===== src/design/cvan_pkg.sv =====
// Package of constants for the card answer-to-reset generator.
package cvan_pkg;
    localparam logic [7:0] CVAN_TS = 8'h3b;
    // T0: TA1 and TD1 present, 9 historical bytes fill the 16-byte answer.
    localparam logic [7:0] CVAN_T0 = 8'h99;
    // TA1 default: Fi 512, Di 8; software may program 512,16 instead.
    localparam logic [7:0] CVAN_TA1_RST = 8'h94;
    localparam logic [7:0] CVAN_TD1 = 8'h80;
    localparam logic [7:0] CVAN_TD2 = 8'h1f;
    localparam logic [7:0] CVAN_CATEGORY = 8'h80;
    localparam logic [7:0] CVAN_TAG_CDS = 8'h31;
    localparam logic [7:0] CVAN_CDS_VAL = 8'he0;
    localparam logic [7:0] CVAN_TAG_CAP = 8'h73;
    localparam logic [7:0] CVAN_CAP_B0 = 8'hfe;
    localparam logic [7:0] CVAN_CAP_B1 = 8'h21;
    localparam int CVAN_ATR_LEN = 16;
    localparam int CVAN_IDX_TA1 = 2;
    localparam int CVAN_IDX_TA3 = 5;
    localparam int CVAN_IDX_TCK = 15;
    localparam int CVAN_CLS_W = 5;
    localparam logic [4:0] CVAN_CLS_RST = 5'h03;
    // Register map.
    localparam logic [3:0] CVAN_A_CTRL = 4'h0;
    localparam logic [3:0] CVAN_A_CLASS = 4'h1;
    localparam logic [3:0] CVAN_A_TA1 = 4'h2;
    localparam logic [3:0] CVAN_A_STAT = 4'h3;
    localparam logic [3:0] CVAN_A_IRQ = 4'h4;
    localparam logic [3:0] CVAN_A_MASK = 4'h5;
    localparam logic [3:0] CVAN_A_BYTE = 4'h6;
    localparam int CVAN_IRQ_DONE = 0;
    localparam int CVAN_IRQ_RST = 1;
    localparam int CVAN_IRQ_GAP = 2;
    typedef enum logic [1:0]
    {
        CVAN_IDLE = 2'b00,
        CVAN_SEND = 2'b01,
        CVAN_WAIT = 2'b11,
        CVAN_APP = 2'b10
    } cvan_state_t;
endpackage


===== src/design/cvan_core.sv =====
// Card answer-to-reset sequencer with class and factor registers.
`timescale 1ns/1ps
module cvan_core
    import cvan_pkg::*;
(
    input wire logic CORE_CLK,
    input wire logic RST_N,
    input wire logic CARD_RST_PIN,
    input wire logic [3:0] ADDR,
    input wire logic [31:0] WDATA,
    input wire logic WR,
    input wire logic RD,
    output logic [31:0] RDATA,
    input wire logic TX_READY,
    output logic TX_VALID,
    output logic [7:0] TX_DATA,
    input wire logic APP_VALID,
    input wire logic [7:0] APP_DATA,
    output logic APP_READY,
    output logic IRQ
);
    logic rst_s1_r;
    logic rst_s2_r;
    logic rst_s3_r;
    cvan_state_t state_r;
    cvan_state_t state_nxt;
    logic [3:0] idx_r;
    logic [3:0] idx_nxt;
    logic [7:0] tx_data_r;
    logic [7:0] tx_data_nxt;
    logic tx_valid_r;
    logic tx_valid_nxt;
    logic [7:0] rom_data;
    logic [4:0] cls_r;
    logic [4:0] cls_nxt;
    logic [7:0] ta1_r;
    logic [7:0] ta1_nxt;
    logic enable_r;
    logic enable_nxt;
    logic [2:0] irq_r;
    logic [2:0] irq_nxt;
    logic [2:0] mask_r;
    logic [2:0] mask_nxt;
    logic [31:0] rdata_r;
    logic [31:0] rdata_nxt;
    logic [7:0] bytes_r;
    logic [7:0] bytes_nxt;
    logic card_rst_n;
    logic rst_rise;
    logic atr_done;
    logic cls_gap;
    logic [4:0] wcls;

    // The reset pin is asynchronous to the core clock, so two flops first.
    always_ff @(posedge CORE_CLK)
    begin
        if (!RST_N)
        begin
            rst_s1_r <= 1'b0;
            rst_s2_r <= 1'b0;
            rst_s3_r <= 1'b0;
        end
        else
        begin
            rst_s1_r <= CARD_RST_PIN;
            rst_s2_r <= rst_s1_r;
            rst_s3_r <= rst_s2_r;
        end
    end

    assign card_rst_n = rst_s2_r;
    assign rst_rise = rst_s2_r & ~rst_s3_r;

    cvan_atr_rom u_rom
    (
        .clk(CORE_CLK),
        .rst_n(RST_N),
        .addr(idx_nxt),
        .ta1(ta1_r),
        .cls(cls_r),
        .rdata(rom_data)
    );

    // A class set with holes would mislead the terminal's class search.
    function automatic logic gap_of(input logic [4:0] c);
        logic seen;
        logic ended;
        logic bad;
        seen = 1'b0;
        ended = 1'b0;
        bad = 1'b0;
        for (int i = 0; i < CVAN_CLS_W; i++)
        begin
            if (c[i] && ended)
                bad = 1'b1;
            if (c[i])
                seen = 1'b1;
            else if (seen)
                ended = 1'b1;
        end
        return bad;
    endfunction

    assign wcls = WDATA[4:0];
    assign cls_gap = gap_of(wcls);

    // Answer sequencer: the answer string goes out before any app byte.
    always_comb
    begin
        state_nxt = state_r;
        idx_nxt = idx_r;
        tx_valid_nxt = tx_valid_r;
        tx_data_nxt = tx_data_r;
        atr_done = 1'b0;
        if (!card_rst_n)
        begin
            state_nxt = CVAN_IDLE;
            idx_nxt = 4'h0;
            tx_valid_nxt = 1'b0;
        end
        else
        begin
            case (state_r)
                CVAN_IDLE:
                    if (rst_rise && enable_r)
                        state_nxt = CVAN_WAIT;
                CVAN_WAIT:
                begin
                    // The store is addressed by the next index, so its
                    // registered output already holds the byte at idx_r.
                    tx_data_nxt = rom_data;
                    tx_valid_nxt = 1'b1;
                    state_nxt = CVAN_SEND;
                end
                CVAN_SEND:
                    if (tx_valid_r && TX_READY)
                    begin
                        tx_valid_nxt = 1'b0;
                        if (idx_r == 4'(CVAN_IDX_TCK))
                        begin
                            atr_done = 1'b1;
                            state_nxt = CVAN_APP;
                        end
                        else
                        begin
                            idx_nxt = idx_r + 4'h1;
                            state_nxt = CVAN_WAIT;
                        end
                    end
                default:
                begin
                    tx_valid_nxt = APP_VALID;
                    tx_data_nxt = APP_DATA;
                    if (tx_valid_r && !TX_READY)
                    begin
                        tx_valid_nxt = tx_valid_r;
                        tx_data_nxt = tx_data_r;
                    end
                end
            endcase
        end
    end

    always_ff @(posedge CORE_CLK)
    begin
        if (!RST_N)
        begin
            state_r <= CVAN_IDLE;
            idx_r <= 4'h0;
            tx_valid_r <= 1'b0;
            tx_data_r <= 8'h00;
        end
        else
        begin
            state_r <= state_nxt;
            idx_r <= idx_nxt;
            tx_valid_r <= tx_valid_nxt;
            tx_data_r <= tx_data_nxt;
        end
    end

    // Application bytes pass only once the answer is out.
    assign APP_READY = (state_r == CVAN_APP) && (!tx_valid_r || TX_READY);
    assign TX_VALID = tx_valid_r;
    assign TX_DATA = tx_data_r;

    // Register file, interrupt flags and read path.
    always_comb
    begin
        cls_nxt = cls_r;
        ta1_nxt = ta1_r;
        enable_nxt = enable_r;
        mask_nxt = mask_r;
        irq_nxt = irq_r;
        bytes_nxt = bytes_r;
        rdata_nxt = 32'h0;
        if (WR)
        begin
            if (ADDR == CVAN_A_CTRL)
                enable_nxt = WDATA[0];
            else if (ADDR == CVAN_A_CLASS)
            begin
                // A class set with a hole is refused and flagged.
                if (!cls_gap)
                    cls_nxt = wcls;
            end
            else if (ADDR == CVAN_A_TA1)
                ta1_nxt = WDATA[7:0];
            else if (ADDR == CVAN_A_IRQ)
                irq_nxt = irq_r & ~WDATA[2:0];
            else if (ADDR == CVAN_A_MASK)
                mask_nxt = WDATA[2:0];
        end
        if (atr_done)
            bytes_nxt = bytes_r + 8'h01;
        // Hardware sets win over a same-cycle software clear.
        if (atr_done)
            irq_nxt[CVAN_IRQ_DONE] = 1'b1;
        if (rst_rise)
            irq_nxt[CVAN_IRQ_RST] = 1'b1;
        if (WR && ADDR == CVAN_A_CLASS && cls_gap)
            irq_nxt[CVAN_IRQ_GAP] = 1'b1;
        if (RD)
        begin
            if (ADDR == CVAN_A_CTRL)
                rdata_nxt = {31'h0, enable_r};
            else if (ADDR == CVAN_A_CLASS)
                rdata_nxt = {27'h0, cls_r};
            else if (ADDR == CVAN_A_TA1)
                rdata_nxt = {24'h0, ta1_r};
            else if (ADDR == CVAN_A_STAT)
                rdata_nxt = {28'h0, idx_r[1:0], state_r};
            else if (ADDR == CVAN_A_IRQ)
                rdata_nxt = {29'h0, irq_r};
            else if (ADDR == CVAN_A_MASK)
                rdata_nxt = {29'h0, mask_r};
            else if (ADDR == CVAN_A_BYTE)
                rdata_nxt = {24'h0, bytes_r};
            else
                rdata_nxt = 32'h0;
        end
    end

    always_ff @(posedge CORE_CLK)
    begin
        if (!RST_N)
        begin
            cls_r <= CVAN_CLS_RST;
            ta1_r <= CVAN_TA1_RST;
            enable_r <= 1'b1;
            mask_r <= 3'h0;
            irq_r <= 3'h0;
            bytes_r <= 8'h00;
            rdata_r <= 32'h0;
        end
        else
        begin
            cls_r <= cls_nxt;
            ta1_r <= ta1_nxt;
            enable_r <= enable_nxt;
            mask_r <= mask_nxt;
            irq_r <= irq_nxt;
            bytes_r <= bytes_nxt;
            rdata_r <= rdata_nxt;
        end
    end

    assign RDATA = rdata_r;
    assign IRQ = |(irq_r & mask_r);
endmodule


===== src/design/cvan_atr_rom.sv =====
// Small answer-to-reset byte store with registered read data.
`timescale 1ns/1ps
module cvan_atr_rom
    import cvan_pkg::*;
(
    input wire logic clk,
    input wire logic rst_n,
    input wire logic [3:0] addr,
    input wire logic [7:0] ta1,
    input wire logic [4:0] cls,
    output logic [7:0] rdata
);
    logic [7:0] rom_nxt;
    logic [7:0] tck;
    logic [7:0] rdata_r;

    // Check byte is the exclusive or of T0 through the last historical byte.
    always_comb
    begin
        tck = CVAN_T0 ^ ta1 ^ CVAN_TD1 ^ CVAN_TD2 ^ {3'h0, cls} ^ CVAN_CATEGORY
            ^ CVAN_TAG_CDS ^ CVAN_CDS_VAL ^ CVAN_TAG_CAP ^ CVAN_CAP_B0
            ^ CVAN_CAP_B1 ^ 8'h00;
        case (addr)
            4'h0: rom_nxt = CVAN_TS;
            4'h1: rom_nxt = CVAN_T0;
            4'h2: rom_nxt = ta1;
            4'h3: rom_nxt = CVAN_TD1;
            4'h4: rom_nxt = CVAN_TD2;
            4'h5: rom_nxt = {3'h0, cls};
            4'h6: rom_nxt = CVAN_CATEGORY;
            4'h7: rom_nxt = CVAN_TAG_CDS;
            4'h8: rom_nxt = CVAN_CDS_VAL;
            4'h9: rom_nxt = CVAN_TAG_CAP;
            4'ha: rom_nxt = CVAN_CAP_B0;
            4'hb: rom_nxt = CVAN_CAP_B1;
            4'hc: rom_nxt = 8'h00;
            4'hd: rom_nxt = 8'h00;
            4'he: rom_nxt = 8'h00;
            default: rom_nxt = tck;
        endcase
    end

    // Read data come out of a register.
    always_ff @(posedge clk)
    begin
        if (!rst_n)
            rdata_r <= 8'h00;
        else
            rdata_r <= rom_nxt;
    end

    assign rdata = rdata_r;
endmodule


===== config.mk =====
export PLATFORM = sky130hd
export DESIGN_NAME = cvan_core
export DESIGN_NICKNAME = d
export VERILOG_FILES = /design/src/design/cvan_pkg.sv /design/src/design/cvan_core.sv /design/src/design/cvan_atr_rom.sv
export SDC_FILE = /design/constraint.sdc
export NUM_CORES = 1
export LEC_CHECK = 0
export ABC_AREA = 1
export BUFFER_PORTS_ARGS = -buffer_cell sky130_fd_sc_hd__buf_2
export CORE_ASPECT_RATIO = 1.25
export CORE_UTILIZATION = 45
export CTS_BUF_LIST = sky130_fd_sc_hd__clkbuf_8
export CTS_CLUSTER_SIZE = 30
export DETAILED_ROUTE_END_ITERATION = 16
export GPL_ROUTABILITY_DRIVEN = 1
export PLACE_DENSITY = 0.74
export SYNTH_ARGS = -nofsm -noshare
export SYNTH_HDL_FRONTEND = slang
export SYNTH_SLANG_ARGS = --single-unit

===== constraint.sdc =====
create_clock -name CORE_CLK -period 5.8 [get_ports CORE_CLK]
set_clock_uncertainty 0.2 [all_clocks]
set_input_delay 0.58 -clock CORE_CLK [delete_from_list [all_inputs] [get_ports CORE_CLK]]
set_output_delay 0.58 -clock CORE_CLK [all_outputs]
set_load 0.01 [all_outputs]

==> impl_metrics.tcl <==
set metrics [dict create \
    fin_setup_tns_ns 0 \
    cts-buffers-inserted 9 \
    clockBufferDepth 2 \
    initial_core_util_pct 47.1 \
    critPathMaxFanout 17 \
    gr-total-overflow 0 \
    outcome "completed" \
    ys_types 38 \
    ant_nets 0 \
    post-route-drc-count 0 \
    synth-simple-area-share_pct 31.2 \
    grt_pass1_vias 2899 \
    startpoint_type "register" \
    yosysSeqAreaShare_pct 37.6 \
    synth_area_leader_cell "dfxtp_1" \
    finish.instance_area_um2 3730 \
    grt.total_usage_pct 22.7 \
    post_cts_buffers 0 \
    final_nets 582 \
    max_slew_margin_pct 45.5 \
    vias 3132 \
    cts-root-buf "clkbuf_8" \
    slew_viol_final 0 \
    ir_drop_mv 0.130 \
    cts-hold-fix-buffers 0 \
    n_antenna_cell 0 \
    placed_cell_area_um2 3510 \
    cts_max_level 3 \
    synth_warnings 0 \
    layout-drive-gt1-share_pct 17.6 \
    rsz0062_at_grt "false" \
    p_total_uw 914 \
    cp.required_ns 5.86 \
    grt_pass1_wl_um 13500 \
    cap_violations 0 \
    clk_latency_ns 0.34 \
    worst_slew_pin_slew_ns 0.817 \
    cts_tree "built" \
    wire_per_inst_um 12.9 \
    finalSetupViolCount 0 \
    power.density_nw_per_um2 245 \
    ys.flop_type "dfxtp_1" \
    first_iter_violations 180 \
    die_width_um 78.6 \
    grt_max_degree 32 \
    synth_xor_xnor_area_share_pct 1.59 \
    synth_area_um2 3300 \
    synthArstFlopShare_pct 0 \
    path_clk_slew_ns 0.07 \
    syn2layout_area_growth_pct 12.9 \
    fmax_ghz 0.414 \
    hold_class "register to register" \
    core_um2 7020 \
    end_kind "register" \
    synth_compound_area_share_pct 15.1 \
    dr.pass1.iters 5 \
    portBuffers 45 \
    synth-seq-cells 62 \
    dieHeight_um 97.8 \
    period_share_pct 41.6 \
    wl_um 8060 \
    worstSetupPathType "register to register" \
    p_leak_uw 0.00173 \
    clock-sinks 62 \
    synth_area_leaders "dfxtp_1 (38%), nand2_1 (14%), a21oi_1 (6.4%), inv_1 (6.2%), buf_4 (5.5%)" \
    synth_cells 482 \
    netlist.area_leader.share_pct 37.6 \
    syn_avg_cell_area_um2 6.86 \
    cts_resized 0 \
    synth_top_family_by_area "simple AND/OR/NAND/NOR gates" \
    antenna_found_initial 0 \
    hold_violations 0 \
    die_area_um2 7690 \
    crit_arrival_ns 2.48 \
    vias_per_cell 5.02 \
    place.gp.congestion 0.886 \
    pin_count 94 \
    synth-adder-area-share_pct 0.757 \
    synth_edf_count 0 \
    period_minus_slack_ns 2.41 \
    rows 34 \
    hpwl_um 6060 \
    muxShareOfSynthArea_pct 0 \
]
## per-layer routing
| layer | track usage (%) | share of wire [%] | vias to the layer above |
|---|---|---|---|
| li1 | - | - | 1597 |
| met4 | 11.0 | 2.5 | 0 |
| met2 | 37.7 | 49 | 96 |
| met5 | 0 | 0 | - |
| met1 | 27.3 | 44 | 1425 |
| met3 | 5.14 | 4.8 | 14 |
## worst max-delay path, cell delays in order, from the launching register on
cell and delay [ns]:
dfxtp_1 0.78, inv_1 0.19, a21oi_1 0.21, inv_1 0.07, nor2_2 0.21, nand2_2 0.12, nor2_2 0.20, nand2_1 0.08
nand2_1 0.07, inv_1 0.04, a21oi_1 0.17
## final cells by class
| class | count | area [µm²] |
|---|---|---|
| well taps | 90 | 113 |
| inverters | 62 | 233 |
| clock inverters | 6 | 85.1 |
| flip-flops and latches | 62 | 1240 |
| multi-input cells | 349 | 1700 |
| clock buffers | 10 | 138 |
| fillers | 693 | 3290 |
| repair buffers | 45 | 225 |
## cells in the mapped netlist, types with 2 or more instances
master / n
nor3_1: 5
o21ai_1: 4
a31oi_1: 3
nand2_1: 124
nor2_1: 39
nor2_2: 9
nand2_2: 11
a221oi_1: 2
clkbuf_1: 5
o211ai_1: 4
nor2_4: 3
inv_1: 55
dfxtp_1: 62
nor3b_1: 2
inv_2: 6
buf_4: 24
a21oi_1: 42
nand4_1: 2
o21ai_0: 23
nand3_1: 27
o21bai_1: 3
xnor2_1: 5
o221ai_1: 4
nand3_2: 3
ha_1: 2
## cells by family (layout without fill, tap and decap cells)
logic type / count (synthesis) / after routing
AND/OR/NAND/NOR: 228 / 228
buffers and inverters: 94 / 123
AO/OA/AOI/OAI: 89 / 89
flip-flops: 62 / 62
XOR/XNOR: 6 / 6
adder cells (fa/ha/maj): 2 / 2
other: 1 / 24
## state kept, by name (all words and copies together) (netlist names)
signal       count
RDATA            8
TX_DATA          8
bytes_r          8
ta1_r            8
u_rom.rdata      8
cls_r            5
idx_r            4
irq_r            3
mask_r           3
state_r          2
TX_VALID         1
card_rst_n       1
enable_r         1
rst_s1_r         1
rst_s3_r         1
## stage by stage
step                      util (%)  hold WS (ns)  std cells  setup slack (ns)
after floorplan                  -         0.190        505              3.83
after global placement        50.0         0.198        608              3.40
after detailed placement      50.0         0.201        608              3.36
after CTS                     53.2         0.208        624              3.42
after global routing          53.2         0.249        624              3.18
final                         53.2         0.205        624              3.39
## final timing paths
| path | from | end | slack [ns] | cells after the start |
|---|---|---|---|---|
| hold reg to reg | rst_s1_r | card_rst_n | 0.21 | 2 |
| hold / removal | rst_s1_r | card_rst_n | 0.21 | 2 |
| setup / recovery | card_rst_n | u_rom.rdata[0] | 3.39 | 10 |
| setup reg to reg | card_rst_n | u_rom.rdata[0] | 3.39 | 10 |
## where the power goes
| group | switching [µW] | total (µW) | internal [µW] |
|---|---|---|---|
| registers | 5.50 | 437 | 432 |
| logic | 35.9 | 52.3 | 16.4 |
| clock network | 172 | 425 | 253 |
## placed cells by master (no fill, tap or decap), types with 2 or more instances in the layout
master,netlist,final
nor3b_1,2,2
a221oi_1,2,2
a21oi_1,42,42
nand2_1,124,124
clkbuf_8,0,10
nor3_1,5,5
nor2_2,9,9
nand4_1,2,2
nand3_1,27,27
o21ai_0,23,23
ha_1,2,2
dfxtp_1,62,62
nand3_2,3,3
nor2_1,39,39
o221ai_1,4,4
xnor2_1,5,5
o211ai_1,4,4
a31oi_1,3,3
o21bai_1,3,3
nand2_2,11,11
o21ai_1,4,4
buf_2,1,45
bufinv_16,0,2
nor2_4,3,3
inv_1,55,56
inv_2,6,6
conb_1,1,24
Power figures use the tool's default switching activity.
